===== src/verilog/rtc_regs.svh =====
// Register indices, field positions, reset values and timing counts of the calendar clock
`ifndef RTC_REGS_SVH
`define RTC_REGS_SVH

// --------------------------------------------------------------
// Register indices (address port value)
// --------------------------------------------------------------
`define RTC_IDX_SEC 5'h00
`define RTC_IDX_MIN 5'h01
`define RTC_IDX_HOUR 5'h02
`define RTC_IDX_DAY 5'h04
`define RTC_IDX_DATE 5'h05
`define RTC_IDX_MONTH 5'h06
`define RTC_IDX_YEAR 5'h07
`define RTC_IDX_PAGE 5'h08
`define RTC_IDX_RESET 5'h0c
`define RTC_IDX_STAT 5'h10
`define RTC_IDX_MASK 5'h11

// --------------------------------------------------------------
// Field positions
// --------------------------------------------------------------
`define RTC_PG_PAGE 0
`define RTC_PG_AEN 2
`define RTC_PG_CEN 3
`define RTC_PG_ADJ 4
`define RTC_PG_IEN 7
`define RTC_RS_ACLR 4
`define RTC_RS_DCLR 5
`define RTC_ST_ALARM 0
`define RTC_ST_SEC 1

// --------------------------------------------------------------
// Reset values, don't-care codes and timing
// --------------------------------------------------------------
`define RTC_TAPS_RST 5'h1f
`define RTC_ANY_MIN 7'h7f
`define RTC_ANY_HOUR 6'h3f
`define RTC_ANY_DAY 3'h7
`define RTC_ANY_DATE 6'h3f
`define RTC_OSC_HZ 32768

`endif


===== src/verilog/rtc_pkg.sv =====
// Types shared by the calendar clock modules
`default_nettype none
package rtc_pkg;

  // --------------------------------------------------------------
  // Register bus request
  // --------------------------------------------------------------
  typedef struct packed {
    logic [4:0] addr;  // Register index
    logic [7:0] wdata; // Write data
    logic wr;          // Write strobe
    logic rd;          // Read strobe
  } rtc_bus_req_t;

  // Page selection of the shared addresses
  typedef enum logic {
    RTC_CLOCK_PAGE = 1'b0,
    RTC_ALARM_PAGE = 1'b1
  } rtc_page_t;

endpackage

`default_nettype wire


===== src/verilog/rtc_prescale.sv =====
// Oscillator synchroniser and divider producing the one-second tick and tap clocks
`timescale 1ns/100ps
`default_nettype none
`include "rtc_regs.svh"

module rtc_prescale #(
  parameter int unsigned DIV_EDGES = `RTC_OSC_HZ
) (
  input wire logic clk_sys,   // System clock
  input wire logic rst_n,     // Async reset, low
  input wire logic osc_in,    // Low-speed oscillator pin
  input wire logic clear,     // Divider restart pulse
  output logic tick_1hz,      // One-second pulse
  output logic [4:0] taps     // 1,2,4,8,16 Hz levels, bit0 = 1 Hz
);

  logic [2:0] sync_r;   // Three-stage synchroniser
  logic stable_r;       // Accepted oscillator level
  logic [14:0] cnt_r;   // Edge counter
  logic rise;           // Accepted rising edge

  // --------------------------------------------------------------
  // Synchroniser: only stage 1 reads stage 0
  // --------------------------------------------------------------
  always_ff @(posedge clk_sys or negedge rst_n) begin
    if (!rst_n) begin
      sync_r <= 3'h0;
    end else begin
      sync_r <= {sync_r[1:0], osc_in};
    end
  end

  // Change accepted once second and third stage agree
  always_ff @(posedge clk_sys or negedge rst_n) begin
    if (!rst_n) begin
      stable_r <= 1'b0;
    end else if (sync_r[1] == sync_r[2]) begin
      stable_r <= sync_r[2];
    end
  end

  assign rise = (sync_r[1] == sync_r[2]) & sync_r[2] & ~stable_r;

  // --------------------------------------------------------------
  // Divider; clear restarts the second so software can align it
  // --------------------------------------------------------------
  always_ff @(posedge clk_sys or negedge rst_n) begin
    if (!rst_n) begin
      cnt_r <= 15'h0000;
      tick_1hz <= 1'b0;
    end else begin
      tick_1hz <= rise & (cnt_r == 15'(DIV_EDGES - 1)) & ~clear;
      if (clear) begin
        cnt_r <= 15'h0000;
      end else if (rise) begin
        cnt_r <= (cnt_r == 15'(DIV_EDGES - 1)) ? 15'h0000 : cnt_r + 15'h0001;
      end
    end
  end

  // Counter bits give the tap frequencies at the nominal division
  assign taps = {cnt_r[10], cnt_r[11], cnt_r[12], cnt_r[13], cnt_r[14]};

endmodule

`default_nettype wire


===== src/verilog/rtc_top.sv =====
// Register layer and BCD time/calendar counter of the real-time clock
//
// The address map and the address-and-strobe port were decided locally.
`timescale 1ns/100ps
`default_nettype none
`include "rtc_regs.svh"

// Behaviour
// - Reset clears page, seconds_request_a, enable and clear bits, and sets all tap disable bits
// - Time, calendar, alarm registers keep value on reset
// - Seconds are 7-bit BCD, bit 7 reads zero
// - Clock page reads return running count snapshot
// - Alarm page reads return current setting values, zero at the seconds index
// - Weekday in low three bits, upper bits zero
module rtc_top #(
  parameter int unsigned DIV_EDGES = `RTC_OSC_HZ
) (
  input wire logic clk_sys,                // System clock, 250 MHz
  input wire logic rst_n,                  // Async reset, low
  input wire rtc_pkg::rtc_bus_req_t bus,   // Register request
  output logic [7:0] rd_data,              // Read data, cycle after strobe
  input wire logic osc_in,                 // Low-speed oscillator pin
  output logic [4:0] tap_out,              // Divider taps, bit0 = 1 Hz
  output logic irq                         // Level interrupt
);
  import rtc_pkg::*;

  // --------------------------------------------------------------
  // Storage
  // --------------------------------------------------------------
  logic [6:0] sec_r;       // Running seconds, BCD
  logic [6:0] min_r;       // Running minutes, BCD
  logic [5:0] hour_r;      // Running hours, BCD
  logic [2:0] wday_r;      // Running weekday 0-6
  logic [5:0] date_r;      // Running date, BCD
  logic [4:0] month_r;     // Running month, BCD
  logic [7:0] year_r;      // Running year, BCD
  logic [1:0] leap_r;      // Years since leap year
  logic h24_r;             // 1 = 24-hour mode
  logic [6:0] al_min_r;    // Alarm minutes
  logic [5:0] al_hour_r;   // Alarm hours
  logic [2:0] al_wday_r;   // Alarm weekday
  logic [5:0] al_date_r;   // Alarm date
  rtc_page_t page_r;       // Page select
  logic ien_r;             // Alarm interrupt enable
  logic aen_r;             // Alarm compare enable
  logic cen_r;             // Clock run enable
  logic adj_r;             // Seconds seconds_request_a pending
  logic [4:0] tap_off_r;   // Tap disables, bit0 = 1 Hz
  logic [1:0] stat_r;      // Sticky event status
  logic [1:0] mask_r;      // Interrupt mask

  // --------------------------------------------------------------
  // Next values and strobes
  // --------------------------------------------------------------
  logic [6:0] sec_nxt;
  logic [6:0] min_nxt;
  logic [5:0] hour_nxt;
  logic [2:0] wday_nxt;
  logic [5:0] date_nxt;
  logic [4:0] month_nxt;
  logic [7:0] year_nxt;
  logic [1:0] leap_nxt;
  logic [7:0] rd_nxt;      // Read mux output
  logic tick;              // One-second pulse
  logic [4:0] taps;        // Raw tap levels
  logic sec_step;          // Second advances this cycle
  logic c_min;             // Carry into minutes
  logic c_hour;            // Carry into hours
  logic c_day;             // Carry into day
  logic c_mon;             // Carry into month
  logic c_year;            // Carry into year
  logic [5:0] last_day;    // Last date of current month
  logic alarm_hit;         // Alarm compare event
  logic clk_pg;            // Clock page selected
  logic w_page;            // Write to page register
  logic w_rst;             // Write to reset register
  logic w_stat;            // Write to status register
  logic dclr;              // Divider clear pulse
  logic aclr;              // Alarm clear pulse

  // Step one BCD field, wrapping from top to lo
  function automatic logic [7:0] bcd_step(input logic [7:0] v, input logic [7:0] top,
                                          input logic [7:0] lo);
    if (v == top) begin
      bcd_step = lo;
    end else if (v[3:0] == 4'h9) begin
      bcd_step = {v[7:4] + 4'h1, 4'h0};
    end else begin
      bcd_step = v + 8'h01;
    end
  endfunction

  // --------------------------------------------------------------
  // Prescaler
  // --------------------------------------------------------------
  rtc_prescale #(
    .DIV_EDGES(DIV_EDGES)
  ) u_pre (
    .clk_sys(clk_sys),
    .rst_n(rst_n),
    .osc_in(osc_in),
    .clear(dclr),
    .tick_1hz(tick),
    .taps(taps)
  );

  // --------------------------------------------------------------
  // Address decode
  // --------------------------------------------------------------
  assign clk_pg = (page_r == RTC_CLOCK_PAGE);
  assign w_page = bus.wr && (bus.addr == `RTC_IDX_PAGE);
  assign w_rst = bus.wr && (bus.addr == `RTC_IDX_RESET);
  assign w_stat = bus.wr && (bus.addr == `RTC_IDX_STAT);
  // Clear commands act once and are never stored
  assign dclr = w_rst && bus.wdata[`RTC_RS_DCLR];
  assign aclr = w_rst && bus.wdata[`RTC_RS_ACLR];
  assign sec_step = tick & cen_r;

  // Month length; leap year assumed whenever the two-bit count is zero
  always_comb begin
    if (month_r == 5'h02) begin
      last_day = (leap_r == 2'h0) ? 6'h29 : 6'h28;
    end else if (month_r == 5'h04 || month_r == 5'h06 || month_r == 5'h09
                 || month_r == 5'h11) begin
      last_day = 6'h30;
    end else begin
      last_day = 6'h31;
    end
  end

  // --------------------------------------------------------------
  // Counting chain, one carry per field
  // --------------------------------------------------------------
  always_comb begin
    logic [7:0] t8;
    t8 = 8'h00;
    sec_nxt = sec_r;
    min_nxt = min_r;
    hour_nxt = hour_r;
    wday_nxt = wday_r;
    date_nxt = date_r;
    month_nxt = month_r;
    year_nxt = year_r;
    leap_nxt = leap_r;
    c_min = 1'b0;
    c_hour = 1'b0;
    c_day = 1'b0;
    c_mon = 1'b0;
    c_year = 1'b0;
    if (sec_step) begin
      if (adj_r) begin
        // Seconds_request_a rounds to the nearest minute
        sec_nxt = 7'h00;
        c_min = (sec_r >= 7'h30);
      end else begin
        t8 = bcd_step({1'b0, sec_r}, 8'h59, 8'h00);
        sec_nxt = t8[6:0];
        c_min = (sec_r == 7'h59);
      end
    end
    if (c_min) begin
      t8 = bcd_step({1'b0, min_r}, 8'h59, 8'h00);
      min_nxt = t8[6:0];
      c_hour = (min_r == 7'h59);
    end
    if (c_hour) begin
      if (h24_r) begin
        // Bit 5 is the twenty-hours digit
        t8 = bcd_step({2'b00, hour_r}, 8'h23, 8'h00);
        hour_nxt = t8[5:0];
        c_day = (hour_r == 6'h23);
      end else if (hour_r[4:0] == 5'h11) begin
        // Bit 5 is the PM flag; 11 wraps to 0 of the other half
        hour_nxt = {~hour_r[5], 5'h00};
        c_day = hour_r[5];
      end else begin
        t8 = bcd_step({3'b000, hour_r[4:0]}, 8'h11, 8'h00);
        hour_nxt = {hour_r[5], t8[4:0]};
      end
    end
    if (c_day) begin
      wday_nxt = (wday_r == 3'h6) ? 3'h0 : wday_r + 3'h1;
      t8 = bcd_step({2'b00, date_r}, {2'b00, last_day}, 8'h01);
      date_nxt = t8[5:0];
      c_mon = (date_r == last_day);
    end
    if (c_mon) begin
      t8 = bcd_step({3'b000, month_r}, 8'h12, 8'h01);
      month_nxt = t8[4:0];
      c_year = (month_r == 5'h12);
    end
    if (c_year) begin
      year_nxt = bcd_step(year_r, 8'h99, 8'h00);
      leap_nxt = leap_r + 2'h1;
    end
  end

  // Alarm fires when the new minute matches every cared-for field
  assign alarm_hit = c_min & aen_r & ien_r
                   & (al_min_r == `RTC_ANY_MIN || al_min_r == min_nxt)
                   & (al_hour_r == `RTC_ANY_HOUR || al_hour_r == hour_nxt)
                   & (al_wday_r == `RTC_ANY_DAY || al_wday_r == wday_nxt)
                   & (al_date_r == `RTC_ANY_DATE || al_date_r == date_nxt);

  // --------------------------------------------------------------
  // Running time: no reset, software must load it first
  // --------------------------------------------------------------
  always_ff @(posedge clk_sys) begin
    // Software writes win over a count in the same cycle
    sec_r <= (bus.wr && bus.addr == `RTC_IDX_SEC && clk_pg) ? bus.wdata[6:0] : sec_nxt;
    min_r <= (bus.wr && bus.addr == `RTC_IDX_MIN && clk_pg) ? bus.wdata[6:0] : min_nxt;
    hour_r <= (bus.wr && bus.addr == `RTC_IDX_HOUR && clk_pg) ? bus.wdata[5:0] : hour_nxt;
    wday_r <= (bus.wr && bus.addr == `RTC_IDX_DAY && clk_pg) ? bus.wdata[2:0] : wday_nxt;
    date_r <= (bus.wr && bus.addr == `RTC_IDX_DATE && clk_pg) ? bus.wdata[5:0] : date_nxt;
    month_r <= (bus.wr && bus.addr == `RTC_IDX_MONTH && clk_pg) ? bus.wdata[4:0] : month_nxt;
    year_r <= (bus.wr && bus.addr == `RTC_IDX_YEAR && clk_pg) ? bus.wdata : year_nxt;
    leap_r <= (bus.wr && bus.addr == `RTC_IDX_YEAR && !clk_pg) ? bus.wdata[1:0] : leap_nxt;
  end

  // --------------------------------------------------------------
  // Alarm and mode settings: no reset either
  // --------------------------------------------------------------
  always_ff @(posedge clk_sys) begin
    if (aclr) begin
      // Alarm clear returns every field to don't care
      al_min_r <= `RTC_ANY_MIN;
      al_hour_r <= `RTC_ANY_HOUR;
      al_wday_r <= `RTC_ANY_DAY;
      al_date_r <= `RTC_ANY_DATE;
    end else if (bus.wr && !clk_pg) begin
      if (bus.addr == `RTC_IDX_MIN) begin
        al_min_r <= bus.wdata[6:0];
      end else if (bus.addr == `RTC_IDX_HOUR) begin
        al_hour_r <= bus.wdata[5:0];
      end else if (bus.addr == `RTC_IDX_DAY) begin
        al_wday_r <= bus.wdata[2:0];
      end else if (bus.addr == `RTC_IDX_DATE) begin
        al_date_r <= bus.wdata[5:0];
      end
    end
    if (bus.wr && !clk_pg && bus.addr == `RTC_IDX_MONTH) begin
      h24_r <= bus.wdata[0];
    end
  end

  // --------------------------------------------------------------
  // Page register
  // --------------------------------------------------------------
  always_ff @(posedge clk_sys or negedge rst_n) begin
    if (!rst_n) begin
      page_r <= RTC_CLOCK_PAGE;
      ien_r <= 1'b0;
      aen_r <= 1'b0;
      cen_r <= 1'b0;
    end else if (w_page) begin
      page_r <= rtc_page_t'(bus.wdata[`RTC_PG_PAGE]);
      ien_r <= bus.wdata[`RTC_PG_IEN];
      aen_r <= bus.wdata[`RTC_PG_AEN];
      cen_r <= bus.wdata[`RTC_PG_CEN];
    end
  end

  // Seconds_request_a request waits for the next second; a new request wins
  always_ff @(posedge clk_sys or negedge rst_n) begin
    if (!rst_n) begin
      adj_r <= 1'b0;
    end else begin
      adj_r <= (w_page & bus.wdata[`RTC_PG_ADJ]) | (adj_r & ~sec_step);
    end
  end

  // --------------------------------------------------------------
  // Reset register: tap disables
  // --------------------------------------------------------------
  always_ff @(posedge clk_sys or negedge rst_n) begin
    if (!rst_n) begin
      tap_off_r <= `RTC_TAPS_RST;
    end else if (w_rst) begin
      tap_off_r <= {bus.wdata[6], bus.wdata[0], bus.wdata[1], bus.wdata[2], bus.wdata[7]};
    end
  end

  // Tap outputs gated per bit
  for (genvar i = 0; i < 5; i++) begin : g_tap
    always_ff @(posedge clk_sys or negedge rst_n) begin
      if (!rst_n) begin
        tap_out[i] <= 1'b0;
      end else begin
        tap_out[i] <= taps[i] & ~tap_off_r[i];
      end
    end
  end

  // --------------------------------------------------------------
  // Interrupt status and mask; a set beats a clear
  // --------------------------------------------------------------
  always_ff @(posedge clk_sys or negedge rst_n) begin
    if (!rst_n) begin
      stat_r <= 2'h0;
    end else begin
      stat_r <= (stat_r & ~(w_stat ? bus.wdata[1:0] : 2'h0)) | {sec_step, alarm_hit};
    end
  end

  always_ff @(posedge clk_sys or negedge rst_n) begin
    if (!rst_n) begin
      mask_r <= 2'h0;
    end else if (bus.wr && bus.addr == `RTC_IDX_MASK) begin
      mask_r <= bus.wdata[1:0];
    end
  end

  assign irq = |(stat_r & mask_r);

  // --------------------------------------------------------------
  // Read mux; every read is a snapshot taken on the strobe edge
  // --------------------------------------------------------------
  always_comb begin
    rd_nxt = 8'h00;
    if (bus.addr == `RTC_IDX_SEC) begin
      rd_nxt = clk_pg ? {1'b0, sec_r} : 8'h00;
    end else if (bus.addr == `RTC_IDX_MIN) begin
      rd_nxt = {1'b0, clk_pg ? min_r : al_min_r};
    end else if (bus.addr == `RTC_IDX_HOUR) begin
      rd_nxt = {2'b00, clk_pg ? hour_r : al_hour_r};
    end else if (bus.addr == `RTC_IDX_DAY) begin
      rd_nxt = {5'h00, clk_pg ? wday_r : al_wday_r};
    end else if (bus.addr == `RTC_IDX_DATE) begin
      rd_nxt = {2'b00, clk_pg ? date_r : al_date_r};
    end else if (bus.addr == `RTC_IDX_MONTH) begin
      rd_nxt = clk_pg ? {3'h0, month_r} : {7'h00, h24_r};
    end else if (bus.addr == `RTC_IDX_YEAR) begin
      rd_nxt = clk_pg ? year_r : {6'h00, leap_r};
    end else if (bus.addr == `RTC_IDX_PAGE) begin
      rd_nxt = {ien_r, 2'b00, adj_r, cen_r, aen_r, 1'b0, page_r};
    end else if (bus.addr == `RTC_IDX_RESET) begin
      // Clear bits always read zero
      rd_nxt = {tap_off_r[0], tap_off_r[4], 3'h0, tap_off_r[1], tap_off_r[2], tap_off_r[3]};
    end else if (bus.addr == `RTC_IDX_STAT) begin
      rd_nxt = {6'h00, stat_r};
    end else if (bus.addr == `RTC_IDX_MASK) begin
      rd_nxt = {6'h00, mask_r};
    end
  end

  // Data stands only in the cycle after the strobe
  always_ff @(posedge clk_sys or negedge rst_n) begin
    if (!rst_n) begin
      rd_data <= 8'h00;
    end else begin
      rd_data <= bus.rd ? rd_nxt : 8'h00;
    end
  end

  // --------------------------------------------------------------
  // Assertions
  // --------------------------------------------------------------
  reset_values_a: assert property (@(posedge clk_sys) disable iff (!rst_n)
    !$past(rst_n) |-> (page_r == RTC_CLOCK_PAGE && !adj_r && !ien_r
                       && tap_off_r == `RTC_TAPS_RST))
    else $error("control fields not initialised by reset");

  sec_snapshot_a: assert property (@(posedge clk_sys) disable iff (!rst_n)
    (bus.rd && bus.addr == `RTC_IDX_SEC && clk_pg) |=> (rd_data == {1'b0, $past(sec_r)}))
    else $error("seconds read is not the running count");

  sec_bit7_a: assert property (@(posedge clk_sys) disable iff (!rst_n)
    (bus.rd && bus.addr == `RTC_IDX_SEC) |=> !rd_data[7])
    else $error("seconds bit 7 read as one");

  wday_upper_a: assert property (@(posedge clk_sys) disable iff (!rst_n)
    (bus.rd && bus.addr == `RTC_IDX_DAY) |=> (rd_data[7:3] == 5'h00))
    else $error("weekday upper bits not zero");

  mode_read_a: assert property (@(posedge clk_sys) disable iff (!rst_n)
    (bus.rd && bus.addr == `RTC_IDX_MONTH && !clk_pg) |=> (rd_data == {7'h00, $past(h24_r)}))
    else $error("alarm page mode read wrong");

  page_write_a: assert property (@(posedge clk_sys) disable iff (!rst_n)
    (bus.wr && bus.addr == `RTC_IDX_MONTH && !clk_pg) |=> (h24_r == $past(bus.wdata[0])))
    else $error("alarm page write missed mode bit");

  pm_wrap_a: assert property (@(posedge clk_sys) disable iff (!rst_n)
    (c_hour && !h24_r && hour_r == 6'h11 && !bus.wr) |=> (hour_r == 6'h20))
    else $error("11 AM did not roll to 0 PM");

  set_wins_a: assert property (@(posedge clk_sys) disable iff (!rst_n)
    (w_stat && bus.wdata[`RTC_ST_SEC] && sec_step) |=> stat_r[`RTC_ST_SEC])
    else $error("status set lost to clear");

  alarm_irq_a: assert property (@(posedge clk_sys) disable iff (!rst_n)
    (alarm_hit && mask_r[`RTC_ST_ALARM]) |=> irq)
    else $error("unmasked alarm did not raise interrupt");

endmodule

`default_nettype wire


===== config.mk =====
export PLATFORM = sky130hd
export DESIGN_NAME = rtc_top
export DESIGN_NICKNAME = d
export VERILOG_FILES = /design/src/verilog/rtc_pkg.sv /design/src/verilog/rtc_prescale.sv /design/src/verilog/rtc_top.sv
export VERILOG_INCLUDE_DIRS = /design/src /design/src/verilog
export SDC_FILE = /design/constraint.sdc
export NUM_CORES = 1
export LEC_CHECK = 0
export BUFFER_PORTS_ARGS = -buffer_cell sky130_fd_sc_hd__buf_2
export CELL_PAD_IN_SITES_DETAIL_PLACEMENT = 0
export CELL_PAD_IN_SITES_GLOBAL_PLACEMENT = 1
export CORE_ASPECT_RATIO = 1.2
export CORE_MARGIN = 2
export CORE_UTILIZATION = 32
export CTS_CLUSTER_SIZE = 12
export DETAILED_ROUTE_END_ITERATION = 8
export GPL_TIMING_DRIVEN = 0
export HOLD_SLACK_MARGIN = 0.06
export PLACE_DENSITY_LB_ADDON = 0.1
export SLEW_MARGIN = 10
export SYNTH_ARGS = -nofsm -noshare
export SYNTH_HDL_FRONTEND = slang
export SYNTH_SLANG_ARGS = --single-unit
export TNS_END_PERCENT = 50

===== constraint.sdc =====
create_clock -name clk_sys -period 2.75 [get_ports clk_sys]
set_input_delay 0.55 -clock clk_sys [delete_from_list [all_inputs] [get_ports clk_sys]]
set_output_delay 0.55 -clock clk_sys [all_outputs]
set_load 0.03 [all_outputs]

==> flow_summary_export.csv <==
group,metric,value,unit
global_routing,grt_pass1_vias,6436,
pwr,power_leakage,3.53,nW
drt,via_count,6629,
place,hpwl,18000,um
finish,final_cell_mix,"nand2_1 (130), nor2_1 (78), a21oi_1 (57), o21ai_0 (42), dfrtp_1 (42)",
sta,fin_ws,-257,ps
synthesis,synth_nets,888,
place,gp_congestion,0.957,
drt,drtAntennaViolNets,0,
clocking,cts_tree,"built",
die,num_rows,59,
sta,relSlewSlack,27.3,%
finish,final_common_cell,"nand2_1",
pwr,cellPowerDensity,674,nW/um2
global_routing,grt_max_degree,48,
drt,wl_per_cell,20.7,um
synthesis,synth_edf_count,23,
die,die_w,140,um
sta,maxSlewViolCount,0,
clocking,clock-root-buffer,"clkbuf_16",
drt,drc,0,
synthesis,yosys_register_bits,114,
sta,finalClockSkew,10.7,ps
die,ios,32,
finish,antenna_cells,0,
global_routing,overflow,0,
synthesis,yosys_warnings,0,
sta,timing.hold.ws,145,ps
clocking,clk_path_buf_depth,2,
finish,nNetsFinal,958,
synthesis,syn-instance-count,850,
drt,drt_iter0_drc,428,
sta,max_freq,333,MHz
critical_path,worstPathArrival,3320,ps
finish,drive_gt1_share,18.9,%
clocking,cts_buffers,17,
die,fp.dieH,168,um
clocking,clock_latency,420,ps
global_routing,antenna_found_initial,0,
sta,min_period,3010,ps
synthesis,synthArstFlopShare,41.2,%
place,portBuffers,28,
critical_path,cp_max_fo,7,
critical_path,critPathKind,"reg2reg",
synthesis,ys_seq_area_share,38.5,%
worst_hold_path,hp-class,"in2async",
global_routing,track_usage,21.2,%
clocking,cts.sinks,114,
drt,firstDrtPassIters,7,
sta,rsz0062_at_grt,"true",
die,initial_core_util,32.7,%
synthesis,syn_area_per_cell,8.41,um2
die,die-area,23600,um2
sta,period_share,109,%
critical_path,crit_required,3060,ps
pwr,power.total,5.86,mW
synthesis,ys.flop_type,"dfxtp_1",
finish,area_delta_synth_final,21.4,%
critical_path,cp-start-kind,"flop",
outcome,status,"finished, violations left",
critical_path,cp-end-kind,"flop",
sta,finalSetupViolCount,1,
sta,hold_violations,0,
clocking,cts.clk_slew.worst_paths,60,ps
sta,worst_pin_slew,1080,ps
job,cap_violations,0,
pwr,vdd_ir_drop_max,0.000389,V
outcome,violations,"setup timing",
drt,routed_wl,24900,um
synthesis,synthesis.area,7150,um2
synthesis,yosysUniqueCellTypes,69,
die,core,21900,um2
drt,viasPerCell,5.49,
clocking,h-tree-depth,4,
global_routing,grt_first_pass_wirelength,38200,um
==> metal layers <==
layer / vias up / global-route usage [%] / wire length [um]
li1: 3214 / - / -
met1: 3242 / 28.5 / 11400
met2: 150 / 35.7 / 12200
met3: 23 / 3.06 / 947
met4: 0 / 6.09 / 415
met5: - / 0 / 0
==> report_power, final <==
group | internal, mW | leakage, nW | switching [mW] | total, mW
clock network | 1.52 | 0.311 | 0.837 | 2.36
logic | 0.517 | 2.04 | 0.703 | 1.22
registers | 1.96 | 1.18 | 0.313 | 2.27
total | 4.00 | 3.53 | 1.85 | 5.86
==> worst paths after layout <==
kind | from | cells after the start | slack, ps | endpoint
min in group clk_sys | osc_in | 1 | 240 | u_pre.sync_r[0]
max in group asynchronous | rst_n | 1 | 2160 | mask_r[0]
hold reg to reg | u_pre.sync_r[0] | 0 | 360 | u_pre.sync_r[1]
hold / removal | rst_n | 1 | 140 | u_pre.cnt_r[5]
setup / recovery | min_r[1] | 14 | -260 | stat_r[0]
setup reg to reg | min_r[1] | 14 | -260 | stat_r[0]
==> cell usage after synthesis (4+ instances only) <==
cell,n,share of area [%]
a221oi_1,5,0.61
o211ai_1,8,0.84
o22ai_1,4,0.35
buf_2,9,0.63
ha_1,20,3.5
o21ai_0,43,3.0
nor2b_1,18,1.6
a21boi_0,5,0.52
a211oi_1,4,0.42
a31oi_1,10,0.87
xor2_1,11,1.3
buf_4,4,0.42
nand4_1,11,0.96
dfstp_2,5,1.8
a22oi_1,10,1.0
nand3b_1,6,0.63
and4_1,4,0.49
a21oi_1,58,4.1
nor3_1,23,1.6
edfxtp_1,23,9.7
nor4_1,5,0.44
nor3b_1,5,0.52
nand2_1,132,6.9
mux2i_1,21,2.9
nand2b_1,13,1.1
nor2_1,79,4.1
and2_1,8,0.70
dfrtp_1,42,15
nand3_1,35,2.4
or3_1,4,0.35
o31ai_1,13,1.4
clkbuf_1,32,1.7
inv_1,23,1.2
and3_1,11,0.96
a32oi_1,5,0.61
dfxtp_1,44,12
mux2_2,23,3.6
a22o_1,4,0.49
a21o_1,4,0.42
xnor2_1,24,2.9
==> worst max-delay path: stages, from the launching register on <==
cell and delay, ps:
dfxtp_4 390, inv_1 50, ha_2 170, and3b_1 170, buf_6 130, and3_1 180, buf_6 140, o2111a_2 200
buf_4 150, nor2_2 80, o21ai_0 90, a31oi_1 200, o2111ai_1 130, or4_4 550, o41ai_2 270
==> registers in the layout (all words and copies together), names as in the netlist, 3 cells and up <==
signal	cells
u_pre.cnt_r	15
rd_data	8
year_r	8
al_min_r	7
min_r	7
sec_r	7
al_date_r	6
al_hour_r	6
date_r	6
hour_r	6
month_r	5
tap_off_r	5
tap_out	5
al_wday_r	3
u_pre.sync_r	3
wday_r	3
==> through the flow <==
step                TNS [ps]  cells  utilization [%]  cell area [um2]  setup WS, ps
floorplan              -16.5    850                -             7220         -16.5
global placement      -23340   1152             35.3             7700          -876
detailed placement    -23760   1152             35.3             7700          -900
CTS                     -262   1205             39.6             8650          -262
global route            -402   1207             39.7             8680          -402
finish                  -257   1207             39.7             8680          -257
==> cell type report <==
cell class	count	area, um2
sequential	114	2770
buffer	45	229
tap	274	343
fill	2245	13200
inverter	23	86.3
clock inverter	9	116
timing repair buffer	52	320
multi-input combinational	667	4300
clock buffer	23	520
==> logic make-up after synthesis <==
group                    count (synthesis)  share of synthesized area, %
AO/OA/AOI/OAI                          204                          18.8
flip-flops                             114                          38.5
multiplexers                            44                          6.56
buffers and inverters                   69                          4.09
XOR/XNOR                                35                          4.29
AND/OR/NAND/NOR                        364                          24.2
adder cells (fa/ha/maj)                 20                          3.50
==> what timing repair did <==
item	4_1_cts	5_1_grt
pin swaps	13	9
hold buffers	0	0
setup endpoints to repair	44	24
cloned	1	0
gates resized for setup	31	10
setup buffers	21	2
No activity file was read; power rests on OpenSTA's default activity.
